File: src/design/gkis_pkg.sv
//------------------------------------------------------------------
// gkis_pkg: constants for the pin interrupt selector
//------------------------------------------------------------------
//------------------------------------------------------------------
package gkis_pkg;

    // printed register offsets, kept as register indices
    localparam logic [31:0] GKIS_BASE = 32'h50001400;
    localparam logic [31:0] GKIS_OFF_SEL0 = 32'h50001400;
    localparam logic [31:0] GKIS_OFF_SEL1 = 32'h50001402;
    localparam logic [31:0] GKIS_OFF_SEL2 = 32'h50001404;
    localparam logic [31:0] GKIS_OFF_SEL3 = 32'h50001406;
    localparam logic [31:0] GKIS_OFF_SEL4 = 32'h50001408;
    localparam logic [31:0] GKIS_OFF_FILT = 32'h5000140C;
    localparam logic [31:0] GKIS_OFF_CLR = 32'h5000140E;
    localparam logic [31:0] GKIS_OFF_POL = 32'h50001410;
    localparam logic [31:0] GKIS_OFF_KEYLO = 32'h50001412;
    localparam logic [31:0] GKIS_OFF_KEYMID = 32'h50001414;
    localparam logic [31:0] GKIS_OFF_KEYHI = 32'h50001416;

    // apb byte address is four times the index above the base
    localparam int GKIS_AW = 8;
    localparam logic [GKIS_AW-1:0] GKIS_A_SEL0 = 8'(4 * (GKIS_OFF_SEL0 - GKIS_BASE));
    localparam logic [GKIS_AW-1:0] GKIS_A_FILT = 8'(4 * (GKIS_OFF_FILT - GKIS_BASE));
    localparam logic [GKIS_AW-1:0] GKIS_A_CLR = 8'(4 * (GKIS_OFF_CLR - GKIS_BASE));
    localparam logic [GKIS_AW-1:0] GKIS_A_POL = 8'(4 * (GKIS_OFF_POL - GKIS_BASE));
    localparam logic [GKIS_AW-1:0] GKIS_A_KEYLO = 8'(4 * (GKIS_OFF_KEYLO - GKIS_BASE));
    localparam logic [GKIS_AW-1:0] GKIS_A_KEYMID = 8'(4 * (GKIS_OFF_KEYMID - GKIS_BASE));
    localparam logic [GKIS_AW-1:0] GKIS_A_KEYHI = 8'(4 * (GKIS_OFF_KEYHI - GKIS_BASE));
    localparam logic [GKIS_AW-1:0] GKIS_A_STAT = 8'h60;
    localparam logic [GKIS_AW-1:0] GKIS_A_MASK = 8'h64;
    localparam logic [GKIS_AW-1:0] GKIS_A_STEP = 8'h08;

    // field layout
    localparam int GKIS_NCH = 5;
    localparam int GKIS_NSRC = 6;
    localparam int GKIS_KEY = 5;
    localparam int GKIS_CODE_W = 6;
    localparam int GKIS_FILT_ON_LSB = 8;
    localparam int GKIS_FILT_KEY_BIT = 13;
    localparam int GKIS_POL_LSB = 0;
    localparam int GKIS_WAIT_LSB = 8;
    localparam int GKIS_KEY_LEVEL_BIT = 14;
    localparam logic [15:0] GKIS_SEL_MASK = 16'h003F;
    localparam logic [15:0] GKIS_FILT_MASK = 16'h3F3F;
    localparam logic [15:0] GKIS_POL_MASK = 16'h1F1F;
    localparam logic [15:0] GKIS_KEYHI_MASK = 16'h00FF;
    localparam logic [15:0] GKIS_SRC_MASK = 16'h003F;

    // reset values
    localparam logic [15:0] GKIS_RST16 = 16'h0000;
    localparam logic [5:0] GKIS_RST6 = 6'h00;

    // time base: one millisecond at a 40 MHz clock
    localparam int GKIS_CLK_NS = 25;
    localparam int GKIS_MS_NS = 1000000;
    localparam int GKIS_MS_CYCLES = GKIS_MS_NS / GKIS_CLK_NS;

endpackage

File: src/design/gkis_top.sv
`timescale 1ns/100ps
`default_nettype none
module gkis_top
    import gkis_pkg::*;
#(
    parameter int TICK_CYCLES = GKIS_MS_CYCLES
) (
    input wire logic pclk,
    input wire logic presetn,
    input wire logic psel,
    input wire logic penable,
    input wire logic pwrite,
    input wire logic [GKIS_AW-1:0] paddr,
    input wire logic [31:0] pwdata,
    output logic [31:0] prdata,
    output logic pready,
    output logic pslverr,
    input wire logic [7:0] port0_pins,
    input wire logic [5:0] port1_pins,
    input wire logic [9:0] port2_pins,
    input wire logic [7:0] port3_pins,
    output logic pin_irq_chan0,
    output logic pin_irq_chan1,
    output logic pin_irq_chan2,
    output logic pin_irq_chan3,
    output logic pin_irq_chan4,
    output logic keypad_irq_line,
    output logic irq
);

    //------------------------------------------------------------------
    // helpers
    //------------------------------------------------------------------

    // codes 1..31 name a pin; zero and codes above 31 name none
    function automatic logic code_valid(input logic [GKIS_CODE_W-1:0] code);
        return code != 6'h00 && code < 6'h20;
    endfunction

    // code c (1..31) maps to bit c-1 of the flattened pin vector
    function automatic logic pick_pin(input logic [GKIS_CODE_W-1:0] code,
                                      input logic [31:0] pins);
        logic hit;
        hit = 1'b0;
        if (code_valid(code)) begin
            hit = pins[5'(code - 6'h01)];
        end
        return hit;
    endfunction

    // address match helper for the apb decode
    function automatic logic at(input logic [GKIS_AW-1:0] a,
                                input logic [GKIS_AW-1:0] b);
        return a == b;
    endfunction

    //------------------------------------------------------------------
    // registers
    //------------------------------------------------------------------
    logic [GKIS_CODE_W-1:0] pin_code_ff [GKIS_NCH];
    logic [15:0] filt_ff;
    logic [15:0] pol_ff;
    logic [15:0] keylo_ff;
    logic [15:0] keymid_ff;
    logic [15:0] keyhi_ff;
    logic [GKIS_NSRC-1:0] stat_ff;
    logic [GKIS_NSRC-1:0] mask_ff;
    logic [GKIS_NSRC-1:0] pend_ff;
    logic [GKIS_NSRC-1:0] block_ff;
    logic [31:0] rdata_ff;
    logic ready_ff;
    logic err_ff;
    logic irq_ff;
    logic [15:0] tick_cnt_ff;
    logic tick_ff;

    //------------------------------------------------------------------
    // apb decode
    //------------------------------------------------------------------
    wire setup_ph = psel & ~penable;
    wire access_done = psel & penable & ready_ff;
    wire wr_go = access_done & pwrite;
    wire rd_go = access_done & ~pwrite;
    wire [15:0] wdat = pwdata[15:0];

    wire [GKIS_NCH-1:0] hit_sel;
    wire hit_filt = at(paddr, GKIS_A_FILT);
    wire hit_clr = at(paddr, GKIS_A_CLR);
    wire hit_pol = at(paddr, GKIS_A_POL);
    wire hit_keylo = at(paddr, GKIS_A_KEYLO);
    wire hit_keymid = at(paddr, GKIS_A_KEYMID);
    wire hit_keyhi = at(paddr, GKIS_A_KEYHI);
    wire hit_stat = at(paddr, GKIS_A_STAT);
    wire hit_mask = at(paddr, GKIS_A_MASK);
    wire hit_any = (|hit_sel) | hit_filt | hit_clr | hit_pol | hit_keylo
                   | hit_keymid | hit_keyhi | hit_stat | hit_mask;

    genvar g;
    generate
        for (g = 0; g < GKIS_NCH; g++) begin : g_hit
            assign hit_sel[g] = at(paddr, GKIS_A_SEL0 + 8'(g) * GKIS_A_STEP);
        end
    endgenerate

    // clear strobe: only ones written to the clear register act
    wire [GKIS_NSRC-1:0] clr_req = (wr_go & hit_clr) ? wdat[GKIS_NSRC-1:0]
                                                     : '0;
    // only the status bits handed out are cleared, so a late event survives
    wire [GKIS_NSRC-1:0] stat_rdclr = (rd_go & hit_stat) ? rdata_ff[GKIS_NSRC-1:0] : '0;

    //------------------------------------------------------------------
    // read mux
    //------------------------------------------------------------------
    logic [15:0] rmux;
    always_comb begin
        rmux = 16'h0000;
        for (int i = 0; i < GKIS_NCH; i++) begin
            if (hit_sel[i]) begin
                rmux = {10'h000, pin_code_ff[i]};
            end
        end
        if (hit_filt) begin
            rmux = filt_ff;
        end
        if (hit_clr) begin
            rmux = 16'h0000;
        end
        if (hit_pol) begin
            rmux = pol_ff;
        end
        if (hit_keylo) begin
            rmux = keylo_ff;
        end
        if (hit_keymid) begin
            rmux = keymid_ff;
        end
        if (hit_keyhi) begin
            rmux = keyhi_ff;
        end
        if (hit_stat) begin
            rmux = {10'h000, stat_ff};
        end
        if (hit_mask) begin
            rmux = {10'h000, mask_ff};
        end
    end

    // answer is prepared in setup, so the access phase ends at once
    always_ff @(posedge pclk or negedge presetn) begin
        if (!presetn) begin
            rdata_ff <= 32'h00000000;
            ready_ff <= 1'b0;
            err_ff <= 1'b0;
        end else begin
            rdata_ff <= setup_ph ? {16'h0000, rmux} : 32'h00000000;
            ready_ff <= setup_ph;
            err_ff <= setup_ph & ~hit_any;
        end
    end

    //------------------------------------------------------------------
    // software writable registers
    //------------------------------------------------------------------
    generate
        for (g = 0; g < GKIS_NCH; g++) begin : g_code
            // one selection code per channel
            always_ff @(posedge pclk or negedge presetn) begin
                if (!presetn) begin
                    pin_code_ff[g] <= GKIS_RST6;
                end else if (wr_go && hit_sel[g]) begin
                    pin_code_ff[g] <= wdat[GKIS_CODE_W-1:0];
                end
            end
        end
    endgenerate

    // reserved bits are masked off on write, except in the key low and key mid registers, which keep all 16 bits
    always_ff @(posedge pclk or negedge presetn) begin
        if (!presetn) begin
            filt_ff <= GKIS_RST16;
            pol_ff <= GKIS_RST16;
            keylo_ff <= GKIS_RST16;
            keymid_ff <= GKIS_RST16;
            keyhi_ff <= GKIS_RST16;
            mask_ff <= GKIS_RST6;
        end else if (wr_go) begin
            if (hit_filt) filt_ff <= wdat & GKIS_FILT_MASK;
            if (hit_pol) pol_ff <= wdat & GKIS_POL_MASK;
            if (hit_keylo) keylo_ff <= wdat;
            if (hit_keymid) keymid_ff <= wdat;
            if (hit_keyhi) keyhi_ff <= wdat & GKIS_KEYHI_MASK;
            if (hit_mask) mask_ff <= wdat[GKIS_NSRC-1:0];
        end
    end

    //------------------------------------------------------------------
    // millisecond time base
    //------------------------------------------------------------------
    wire tick_wrap = tick_cnt_ff == 16'(TICK_CYCLES - 1);

    // one-cycle enable pulse every millisecond
    always_ff @(posedge pclk or negedge presetn) begin
        if (!presetn) begin
            tick_cnt_ff <= 16'h0000;
            tick_ff <= 1'b0;
        end else begin
            tick_cnt_ff <= tick_wrap ? 16'h0000 : tick_cnt_ff + 16'h0001;
            tick_ff <= tick_wrap;
        end
    end

    //------------------------------------------------------------------
    // source selection
    //------------------------------------------------------------------
    wire [31:0] pins_flat = {port3_pins, port2_pins, port1_pins, port0_pins};
    wire [31:0] key_en = {keyhi_ff[7:0], keymid_ff, keylo_ff[7:0]};
    wire [31:0] key_pins = {port3_pins, port1_pins, port2_pins, port0_pins};
    wire key_low = keylo_ff[GKIS_KEY_LEVEL_BIT];
    wire [GKIS_NSRC-1:0] active;
    wire [GKIS_NSRC-1:0] filt_on;
    wire [GKIS_NSRC-1:0] wait_rel;

    generate
        for (g = 0; g < GKIS_NCH; g++) begin : g_sel
            // code zero or an unused code leaves the channel quiet
            wire raw = pick_pin(pin_code_ff[g], pins_flat);
            // a channel without a pin stays quiet whatever its polarity
            assign active[g] = code_valid(pin_code_ff[g])
                               & (raw ^ pol_ff[GKIS_POL_LSB + g]);
            assign filt_on[g] = filt_ff[GKIS_FILT_ON_LSB + g];
            assign wait_rel[g] = pol_ff[GKIS_WAIT_LSB + g];
        end
    endgenerate

    // keypad: any enabled pin at its active level
    assign active[GKIS_KEY] = |(key_en & (key_pins ^ {32{key_low}}));
    assign filt_on[GKIS_KEY] = filt_ff[GKIS_FILT_KEY_BIT];
    assign wait_rel[GKIS_KEY] = 1'b0;

    //------------------------------------------------------------------
    // per-source filter, pending and release logic
    //------------------------------------------------------------------
    wire [5:0] filt_ms = filt_ff[5:0];
    wire [GKIS_NSRC-1:0] set_pend;

    generate
        for (g = 0; g < GKIS_NSRC; g++) begin : g_src
            logic [5:0] ms_cnt_ff;
            wire held = ms_cnt_ff >= filt_ms;
            wire qual = active[g] & (~filt_on[g] | held);
            wire hold_off = block_ff[g] | (clr_req[g] & wait_rel[g]);
            assign set_pend[g] = qual & ~hold_off;

            // count whole ticks while the input stays active
            always_ff @(posedge pclk or negedge presetn) begin
                if (!presetn) begin
                    ms_cnt_ff <= GKIS_RST6;
                end else if (!active[g] || !filt_on[g]) begin
                    ms_cnt_ff <= GKIS_RST6;
                end else if (tick_ff && !held) begin
                    ms_cnt_ff <= ms_cnt_ff + 6'h01;
                end
            end

            // pending: set wins over a clear in the same cycle unless the channel waits for release
            always_ff @(posedge pclk or negedge presetn) begin
                if (!presetn) begin
                    pend_ff[g] <= 1'b0;
                end else begin
                    pend_ff[g] <= (pend_ff[g] & ~clr_req[g]) | set_pend[g];
                end
            end

            // after a clear on a channel that waits for release, hold off until the input goes inactive
            always_ff @(posedge pclk or negedge presetn) begin
                if (!presetn) begin
                    block_ff[g] <= 1'b0;
                end else if (clr_req[g] && wait_rel[g] && active[g]) begin
                    block_ff[g] <= 1'b1;
                end else if (!active[g] || !wait_rel[g]) begin
                    block_ff[g] <= 1'b0;
                end
            end
        end
    endgenerate

    //------------------------------------------------------------------
    // sticky status and interrupt output
    //------------------------------------------------------------------
    wire [GKIS_NSRC-1:0] rise = set_pend & ~pend_ff;
    wire [GKIS_NSRC-1:0] nxt_stat = (stat_ff & ~stat_rdclr) | rise;

    // status set wins over read clear
    always_ff @(posedge pclk or negedge presetn) begin
        if (!presetn) begin
            stat_ff <= GKIS_RST6;
            irq_ff <= 1'b0;
        end else begin
            stat_ff <= nxt_stat;
            irq_ff <= |(nxt_stat & mask_ff);
        end
    end

    //------------------------------------------------------------------
    // outputs
    //------------------------------------------------------------------
    assign prdata = rdata_ff;
    assign pready = ready_ff;
    assign pslverr = err_ff;
    assign pin_irq_chan0 = pend_ff[0];
    assign pin_irq_chan1 = pend_ff[1];
    assign pin_irq_chan2 = pend_ff[2];
    assign pin_irq_chan3 = pend_ff[3];
    assign pin_irq_chan4 = pend_ff[4];
    assign keypad_irq_line = pend_ff[GKIS_KEY];
    assign irq = irq_ff;

endmodule
`default_nettype wire

File: config.mk
export PLATFORM = sky130hd
export DESIGN_NAME = gkis_top
export DESIGN_NICKNAME = d
export VERILOG_FILES = /design/src/design/gkis_pkg.sv /design/src/design/gkis_top.sv
export SDC_FILE = /design/constraint.sdc
export NUM_CORES = 1
export LEC_CHECK = 0
export BUFFER_PORTS_ARGS = -buffer_cell sky130_fd_sc_hd__buf_2
export CAP_MARGIN = 20
export CORE_AREA = 2 2 165 167
export DETAILED_ROUTE_END_ITERATION = 6
export DIE_AREA = 0 0 167 169
export PLACE_DENSITY = 0.63
export SYNTH_ARGS = -nofsm -noshare
export SYNTH_HDL_FRONTEND = slang
export SYNTH_SLANG_ARGS = --single-unit
export TNS_END_PERCENT = 10
File: constraint.sdc
create_clock -name pclk -period 6 [get_ports pclk]
set_clock_uncertainty 0.2 [all_clocks]
set_input_delay 0.6 -clock pclk [delete_from_list [all_inputs] [get_ports pclk]]
set_output_delay 0.6 -clock pclk [all_outputs]
set_load 0.01 [all_outputs]
# ---- After elaboration in Yosys (flattened, before gate mapping)
# Index checks and enable logic that the tools add are counted.
dict set report op_classes {
  add_sub_neg 12
  multipliers 0
  div_mod_pow 0
  magnitude_cmp 16
  n_eq_ne 13
  shift 0
  muxes 54
  bitwise 93
  reduce_logical 86
}
# operator n
set op_table {}
lappend op_table {{$mux W16} 10}
lappend op_table {{$mux W6} 19}
lappend op_table {{$eq A8 B7 Y1 const B} 6}
lappend op_table {{$add A6 B1 Y6 const B} 6}
lappend op_table {{$ge A6 B6 Y1} 6}
lappend op_table {{$and A1 B1 Y1} 35}
lappend op_table {{$and A32 B32 Y32} 1}
lappend op_table {{$reduce_or A32 Y1} 1}
lappend op_table {{$xor A32 B32 Y32} 1}
lappend op_table {{$lt A5 B6 Y1 const B} 5}
lappend op_table {{$lt A6 B6 Y1 const B} 5}
lappend op_table {{$reduce_bool A6 Y1} 5}
lappend op_table {{$logic_and A1 B1 Y1} 26}
lappend op_table {{$bmux W1 S5} 5}
lappend op_table {{$or A1 B1 Y1} 25}
lappend op_table {{$sub A5 B1 Y5 const B} 5}
lappend op_table {{$eq A8 B6 Y1 const B} 3}
lappend op_table {{$logic_not A1 Y1} 23}
lappend op_table {{$reduce_bool A2 Y1} 11}
lappend op_table {{$mux W1} 20}
lappend op_table {{$not A1 Y1} 20}
lappend op_table {{$and A6 B6 Y6} 3}
lappend op_table {{$add A16 B1 Y16 const B} 1}
lappend op_table {{$eq A16 B16 Y1 const B} 1}
lappend op_table {{10 further kinds} 31}
dict set report word_totals {
  reg_bits 187
  latch_bits 0
  ramBits 0
  rom_bits 0
  inputBits 77
  out_inout_bits 41
  elab_cells 309
  memories 0
}

# ---- Longest topological paths before layout
# Gate-level depths: netlist of the first run.
dict set report depth {
  depth_word 15
  mapped_depth 13
  depth_no_buf 11
}

# ---- Worst setup path before layout of the first run
# Ideal clock, no wire load.
dict set report synth_path {
  path_type {reg2reg}
  from {register pin_code_ff[0] in the netlist's numbering}
  to {register irq_ff (netlist: irq)}
  setup_time_ns 0.071
  arrival_ns 3.251
  t_required_ns 5.729
  slack_ns 2.478
  stages_incl_launch_ff 13
  n_path_buf 1
  synth_period_minus_slack_ns 3.522
  cell_sequence {dfrtp_1 clkbuf_1 inv_1 ha_1 xor2_2 mux4_1 mux4_2 a211oi_2 xnor2_1 nand2_2 o41ai_2 a32oi_1 nand4_1}
}
dict set report synth_via {
  elab_chain_len 12
  word_cells_on_any_way 15
  cone_classes {add/sub: 1; order compare: 1; mux: 3; bitwise: 7; reduce/logical: 3}
}
# item line_no
set synth_rtl {}
lappend synth_rtl {{start: declaration} gkis_top.sv:60} ;# logic [GKIS_CODE_W-1:0] pin_code_ff [GKIS_NCH];
lappend synth_rtl {{start signal: indexed assignment} gkis_top.sv:171} ;# pin_code_ff[g] <= wdat[GKIS_CODE_W-1:0];
lappend synth_rtl {{$sub A5 B1 Y5} gkis_top.sv:46} ;# hit = pins[5'(code - 6'h01)];
lappend synth_rtl {{$bmux W1 S5} gkis_top.sv:46}
lappend synth_rtl {{$mux W1 (not written as such)} gkis_top.sv:46}
lappend synth_rtl {{$mux W1} gkis_top.sv:45} ;# if (code_valid(code)) begin
lappend synth_rtl {{$xor A1 B1 Y1} gkis_top.sv:229} ;# & (raw ^ pol_ff[GKIS_POL_LSB + g]);
lappend synth_rtl {{$and A1 B1 Y1 *} gkis_top.sv:229}
lappend synth_rtl {{$and A1 B1 Y1 *} gkis_top.sv:250} ;# wire qual = active[g] & (~filt_on[g] | held);
lappend synth_rtl {{$and A1 B1 Y1 *} gkis_top.sv:252} ;# assign set_pend[g] = qual & ~hold_off;
lappend synth_rtl {{$and A6 B6 Y6 *} gkis_top.sv:290} ;# wire [GKIS_NSRC-1:0] rise = set_pend & ~pend_ff;
lappend synth_rtl {{$or A6 B6 Y6 *} gkis_top.sv:291} ;# wire [GKIS_NSRC-1:0] nxt_stat = (stat_ff & ~stat_rdclr) | rise;
lappend synth_rtl {{via nxt_stat[4]} gkis_top.sv:291}
lappend synth_rtl {{$and A6 B6 Y6 *} gkis_top.sv:300} ;# irq_ff <= |(nxt_stat & mask_ff);
lappend synth_rtl {{$reduce_or A6 Y1 *} gkis_top.sv:300}
lappend synth_rtl {{end signal: assignment} gkis_top.sv:300}
lappend synth_rtl {{end: declaration} gkis_top.sv:73} ;# logic irq_ff;
# Mark *: on every way through the listed nets, which the timed path passes. The rest lies on a longest branch. The select of a mux whose other input is x is not followed.
# A chain may end at the register's enable or synchronous reset.

# ---- Worst setup path in the final report of the first run
dict set report layout_path {
  from {register pin_code_ff[18] in the netlist's numbering}
  to {register g_src[1].ms_cnt_ff[0]}
}
dict set report layout_via {
  elab_chain_len 9
  word_cells_on_any_way 13
  cone_classes {add/sub: 1; order compare: 1; mux: 4; bitwise: 2; reduce/logical: 5}
}
# item line_no
set layout_rtl {}
lappend layout_rtl {{$sub A5 B1 Y5} gkis_top.sv:46}
lappend layout_rtl {{$bmux W1 S5} gkis_top.sv:46}
lappend layout_rtl {{$mux W1 (not written as such)} gkis_top.sv:46}
lappend layout_rtl {{$mux W1} gkis_top.sv:45}
lappend layout_rtl {{$xor A1 B1 Y1} gkis_top.sv:229}
lappend layout_rtl {{$and A1 B1 Y1 *} gkis_top.sv:229}
lappend layout_rtl {{$logic_not A1 Y1 *} gkis_top.sv:258} ;# end else if (!active[g] || !filt_on[g]) begin
lappend layout_rtl {{$logic_or A1 B1 Y1 *} gkis_top.sv:258}
lappend layout_rtl {{$mux W6 or $reduce_bool A2 Y1 (tied branches)} --}
lappend layout_rtl {{end signal: assignment} gkis_top.sv:261} ;# ms_cnt_ff <= ms_cnt_ff + 6'h01;
lappend layout_rtl {{end: declaration} gkis_top.sv:248} ;# logic [5:0] ms_cnt_ff;
# Every way passes the cells marked *; elsewhere a longest branch is shown, timed or not. The select of a mux whose other input is x is not followed.

==> run summary, run 1 <==
I/O Buffers: 85
Worst r2r src: pin_code_ff[18]$_DFFE_PN0P_
Avg Inst Size Synth: 10.5 um^2
DRT Wirelength: 34.6 mm
Post-synth EDFFs: 0
Post-DP HPWL: 25.2 mm
Wirelength per Cell: 22.5 um
CTS resizes: 0
Area share of the largest cell type after synthesis: 0.400
Hold_buf cts: 0
CTS Sinks: 187
Slew Limit Fails: 0
Unrepaired setup endpoints after global routing: false
Die width: 167 um
CP top delay family: simple AND/OR/NAND/NOR gates
GR Util All Layers: 0.250
Synth unique cells: 72
WP buf/inv: 1
Critical path cell sequence: inv_1 -> ha_1 -> xnor2_1 -> mux2_2 -> a2111oi_2 -> o21ai_1 -> nand4_1 -> xor2_1 -> nor3b_2 -> nand2_1 -> nor2_1
Pre-CTS WS: 1.88 ns
Setup TNS: 0 ns
First drt pass iteration count: 5
Crit-path max cell delay: 0.67 ns
Syn Std Cell Area: 0.0117 mm^2
WP data required: 6.17 ns
Via density: 6.02
Mux contribution to synthesized area: 0.183
Inserted Clock Buffers: 17
Crit start category: flip-flop
Outcome: completed
Largest net degree at the start of global routing: 104
CP max-delay cell: dfrtp_1
I/O pin cnt: 118
Post-CTS setup buffer count: 0
GR Overflow Total: 0
RD Place Congestion: 0.923
Leak pwr: 6.10 nW
Synth warn: 0
Crit. End Element: flip-flop
Max H-tree Level: 4
Post-Synth Adder-Cell Area: 0.0568
Compound-Gate Fraction of Synth Area: 0.127
Power per Cell Area: 205 mW/mm^2
Max-slew headroom: 0.309
Post-synthesis sequential area ratio: 0.400
Max IR drop VDD: 0.164 mV
1st-iter DRT viols: 782
N_diodes: 0
XOR/XNOR Fraction of Synth Area: 0.0510
Die height: 169 um
Final #Nets: 1317
Part of the power in registers: 0.483
Initial Util: 0.441
Core area: 0.0265 mm^2
Final Hold Viols: 0
Vias in the first global route: 9049
Reg2reg end: g_src[1].ms_cnt_ff[0]$_DFFE_PN0P_
Die Footprint: 0.0282 mm^2
Via count: 9280
Share of layout cells above drive strength 1: 0.214
Most common library cells after synthesis: dfrtp_1 (187), nor2_1 (90), mux2_2 (89)
Logic pwr share: 0.083
Final Worst Setup Slack: 1.77 ns
FF+latch count, synth: 187
Fin util: 0.491
MaxCap Viol Count: 0
Synth Flop Type: dfrtp_1
Largest family of logic cells by synthesized area: multiplexers
Final ANT Viol Nets: 0
FFs w/ async S/R, synth: 1.00
Syn Inst Count: 1116
Post-Synth Simple-Gate Area: 0.139
Most common cell in the synthesized netlist: dfrtp_1
Setup Viol. Count Final: 0
Row cnt: 60
Pint: 1.91 mW
Critical Path AT: 4.40 ns
Initial antenna violation count: 1
Sw Ratio: 0.281
Worst skew pair latency: 0.45 ns
Clock tree root buffer cell: clkbuf_16
CP max FO: 14
Fin crit share: 0.704
Leading area contributor after synthesis: dfrtp_1
Clock buffer depth: 2
Synth top area cells: dfrtp_1 (40%), mux2_2 (8.6%), ha_1 (5.7%), mux4_2 (3.9%), mux2i_1 (3.2%)
Clock Power Share: 0.434
CTS tree: yes
Pin slew with the least headroom to its limit: 1.04 ns
Sw power: 748 uW
First-pass GRT wire length: 54.1 mm
DRC viols: 0
Reg2Reg Depth: 11
HP Class: in2async
R2R setup slack: 1.77 ns
Layout area overhead: 11.4%
Period minus WS final: 4.23 ns
Setup Crit Path Kind: reg2reg
F_max: 237 MHz
Clock transition at the registers of the reported paths: 0.08 ns
[cells by family (layout without fill, tap and decap cells)]
kind of cell | Yosys count | after routing
compound gates | 218 | 218
xor+xnor | 62 | 62
fa+ha+maj | 53 | 53
buf+inv | 115 | 184
flops | 187 | 187
mux | 158 | 158
other cells | 1 | 16
simple gates | 322 | 322
[per-stage QoR]
step           power (mW)  hold slack [ns]  instance area (um^2)  cells
3_5_place_dp         1.53            0.279                 12400   1509
3_3_place_gp         1.53            0.281                 12400   1509
5_1_grt              2.76            0.127                 13000   1541
2_1_floorplan        1.41            0.104                 11700   1131
6_report             2.66           0.0495                 13000   1541
4_1_cts              2.68           0.0865                 13000   1541
[layout by cell type (no fill, tap or decap), types with 14 or more instances in the layout]
cell type  Yosys  final
ha_1          53     53
buf_2          1     84
conb_1         1     16
xor2_1        33     33
mux2_2        89     89
nor3_1        16     16
a22oi_1       18     18
mux2i_1       37     37
clkbuf_16      0     17
a21oi_1       55     55
nand3_1       25     25
xnor2_1       25     25
nand2_1       80     80
mux4_2        20     20
nand4_1       23     23
o21ai_0       40     40
dfrtp_1      187    187
a221oi_1      20     20
nor2_1        90     90
inv_1         57     57
nand2b_1      14     14
[power by group through the flow]
stage | logic (mW) | registers, mW | clock network, mW
2_1_floorplan | 0.105 | 1.31 | 0
3_3_place_gp | 0.216 | 1.31 | 0
3_5_place_dp | 0.219 | 1.31 | 0
4_1_cts | 0.220 | 1.29 | 1.18
5_1_grt | 0.240 | 1.29 | 1.23
6_report | 0.221 | 1.29 | 1.16
[worst register-to-register path, stage by stage, from the launching register on]
cell and delay, ns:
dfrtp_1 0.67, inv_1 0.17, ha_1 0.32, xnor2_1 0.52
mux2_2 0.41, a2111oi_2 0.38, o21ai_1 0.13, nand4_1 0.21
xor2_1 0.16, nor3b_2 0.53, nand2_1 0.30, nor2_1 0.18
[routing by layer]
metal	global-route usage	vias to the layer above	wire length (um)
li1	-	4214	-
met1	0.341	4624	14900
met4	0.0918	2	1100
met2	0.390	374	16000
met3	0.0582	66	2660
met5	0	-	11
[cell type report]
| cell class | count | area [um^2] |
|---|---|---|
| Tap cell | 341 | 427 |
| Multi-Input combinational cell | 829 | 6580 |
| Clock inverter | 15 | 188 |
| Clock buffer | 17 | 425 |
| Fill cell | 2411 | 13500 |
| Sequential cell | 187 | 4680 |
| Inverter | 59 | 221 |
| Timing Repair Buffer | 93 | 494 |
[flip-flops by register name, indices dropped and copies added (netlist names), 5 cells and up]
signal	cells
mask_ff	6
filt_ff	12
keyhi_ff	8
block_ff	5
pol_ff	10
g_src.ms_cnt_ff	36
tick_cnt_ff	16
stat_ff	6
pin_code_ff	30
keylo_ff	16
prdata	16
keymid_ff	16
[worst max path at each step]
stage | from | end | cells past startpoint
2_1_floorplan | pin_code_ff[0]$_DFFE_PN0P_ | irq$_DFF_PN0_ | 12
3_3_place_gp | pin_code_ff[18]$_DFFE_PN0P_ | g_src[1].ms_cnt_ff[2]$_DFFE_PN0P_ | 11
3_5_place_dp | pin_code_ff[18]$_DFFE_PN0P_ | g_src[1].ms_cnt_ff[5]$_DFFE_PN0P_ | 11
4_1_cts | pin_code_ff[18]$_DFFE_PN0P_ | g_src[1].ms_cnt_ff[0]$_DFFE_PN0P_ | 11
5_1_grt | pin_code_ff[18]$_DFFE_PN0P_ | g_src[1].ms_cnt_ff[3]$_DFFE_PN0P_ | 11
6_report | pin_code_ff[18]$_DFFE_PN0P_ | g_src[1].ms_cnt_ff[0]$_DFFE_PN0P_ | 11
Power figures use the tool's default switching activity.
==> inputs of run 2 (changes only) <==
Settings changed: PLACE_DENSITY 0.63 to 0.65.
Clock period 6 ns to 3.7 ns, I/O delays scaled along.
==> run 2 against run 1 <==
- hold slack got worse by 0.037 ns
- fmax increased by 21%
- global-route usage is 0.73 points higher
- wire length grew 2.9%
- register-to-register slack got worse by 1.6 ns
- die area unchanged
- sequential cell count stayed put
- worst setup slack worse by 1.6 ns
- critical path depth unchanged
- cell area increased by 2.2%
- sequential share of layout area is 0.77 points lower
- critical endpoint is now irq$_DFF_PN0_
- largest power group unchanged
- highest routed layer is now met4
==> run summary, run 2 (synthesis results as in run 1) <==
Outcome: completed
Setup Crit Path Kind: reg2reg
Slew Limit Fails: 0
Placed Area: 0.0126 mm^2
N_diodes: 0
CTS Sinks: 187
First drt pass iteration count: 6
Post-layout instance area: 0.0133 mm^2
Pre-CTS WS: 0.155 ns
CP top delay family: multiplexers
Hold path depth: 2
Final Worst Setup Slack: 0.215 ns
Clock buffer depth: 2
MaxCap Viol Count: 0
Setup Viol. Count Final: 0
Reg2Reg Depth: 11
Row cnt: 60
Crit-path max cell delay: 0.59 ns
Max H-tree Level: 4
Pint: 3.12 mW
Layout area overhead: 13.8%
Die height: 169 um
Critical Path AT: 3.66 ns
Clock Power Share: 0.437
Crit. End Element: flip-flop
GR Util All Layers: 0.257
Via density: 6.07
Vias in the first global route: 9280
First-pass GRT wire length: 55.5 mm
Sw Ratio: 0.286
Max IR drop VDD: 0.275 mV
Core area: 0.0265 mm^2
Period minus WS final: 3.48 ns
Biggest register: g_src.ms_cnt_ff
Final ANT Viol Nets: 0
Fin crit share: 0.942
Largest register FFs: 36
Post-CTS setup buffer count: 0
RD Place Congestion: 0.939
DRC viols: 0
HP Class: in2reg
Power per Cell Area: 329 mW/mm^2
Fillers: 2408
Clock tree root buffer cell: clkbuf_16
Part of the power in registers: 0.476
Max-slew headroom: 0.422
Via count: 9542
Most frequent cells in the layout: dfrtp_1 (187), nor2_1 (90), mux2_2 (89), buf_2 (84), nand2_1 (80)
Clock transition at the registers of the reported paths: 0.08 ns
Leak pwr: 6.26 nW
Initial Util: 0.441
Setup TNS: 0 ns
Crit start category: flip-flop
CP Depth: 11
CTS tree: yes
Worst skew pair latency: 0.45 ns
WP buf/inv: 1
Die width: 167 um
CP max FO: 5
Wirelength per Cell: 22.7 um
CP max-delay cell: mux4_1
DRT Wirelength: 35.6 mm
Fin util: 0.502
Share of layout cells above drive strength 1: 0.232
F_max: 287 MHz
Inserted Clock Buffers: 17
Critical path cell sequence: inv_1 -> ha_2 -> xor2_4 -> mux4_1 -> mux4_2 -> a211oi_4 -> xnor2_2 -> nand2_2 -> o41ai_2 -> a32oi_1 -> nand4_1
Final Hold Viols: 0
I/O pin cnt: 118
Sw power: 1.25 mW
1st-iter DRT viols: 835
Initial antenna violation count: 0
Multi-input gate area: 0.00660 mm^2
Pin slew with the least headroom to its limit: 0.854 ns
Logic pwr share: 0.086
Register area: 0.00468 mm^2
Final #Nets: 1348
Post-DP HPWL: 26.1 mm
Largest net degree at the start of global routing: 78
I/O Buffers: 85
GR Overflow Total: 0
Unrepaired setup endpoints after global routing: false
Die Footprint: 0.0282 mm^2
WP data required: 3.88 ns
Most common cell after layout, fill and taps aside: dfrtp_1
Biggest regs: g_src.ms_cnt_ff x36, pin_code_ff x30
[run 2: cell count changes in the layout (fill, tap and decap cells not counted), moves of 2 or more]
| cell | before | now |
|---|---|---|
| buf_4 | 8 | 33 |
| dlygate4sd3_1 | 0 | 5 |
| clkinv_8 | 6 | 4 |
| inv_12 | 1 | 3 |
[run 2: routing by layer]
metal  global-route usage  up-vias  share of wire
met5                    0        -              0
li1                     -     4257              -
met4               0.0982        0          0.034
met3               0.0624       73          0.079
met2                0.401      447           0.46
met1                0.349     4765           0.43
[run 2: power groups by stage]
| stage | Clock (mW) | Combinational [mW] | Sequential [mW] |
|---|---|---|---|
| after floorplan | 0 | 0.170 | 2.12 |
| after global routing | 2.01 | 0.405 | 2.09 |
| final | 1.91 | 0.377 | 2.09 |
| after global placement | 0 | 0.360 | 2.13 |
| after CTS | 1.94 | 0.370 | 2.09 |
| after detailed placement | 0 | 0.364 | 2.13 |
[run 2: area by class of cell]
| cell class | count | area share |
|---|---|---|
| multi-input cells | 829 | 0.497 |
| inverters | 59 | 0.0167 |
| clock buffers | 17 | 0.0320 |
| clock inverters | 15 | 0.0142 |
| well taps | 341 | 0.0321 |
| flip-flops and latches | 187 | 0.352 |
| repair buffers | 124 | 0.0566 |
[run 2: timing repair]
item / 4_1_cts / 5_1_grt
resized for setup: 0 / 5
endpoints found under the setup margin: 0 / 5
endpoints found under the hold margin: 84 / 0
hold buffers: 5 / 0
[run 2: stage by stage]
| stage | hold WS, ns | instances | total power [mW] |
|---|---|---|---|
| finish | 0.0122 | 1572 | 4.38 |
| global route | 0.0165 | 1572 | 4.51 |
| CTS | 0.00957 | 1572 | 4.40 |
| detailed placement | 0.250 | 1535 | 2.49 |
| global placement | 0.247 | 1535 | 2.49 |
| floorplan | -0.126 | 1131 | 2.29 |
[run 2: worst paths after layout]
check	to	startpoint	slack [ns]
worst max-delay path	irq$_DFF_PN0_	pin_code_ff[0]$_DFFE_PN0P_	0.22
worst min-delay path	pol_ff[8]$_DFFE_PN0P_	pwdata[8]	0.01
worst max register to register	irq$_DFF_PN0_	pin_code_ff[0]$_DFFE_PN0P_	0.22
worst min register to register	tick_cnt_ff[4]$_DFF_PN0_	tick_cnt_ff[4]$_DFF_PN0_	0.30
max in group asynchronous	keylo_ff[3]$_DFFE_PN0P_	presetn	2.13
min in group asynchronous	g_src[2].ms_cnt_ff[3]$_DFFE_PN0P_	presetn	0.30
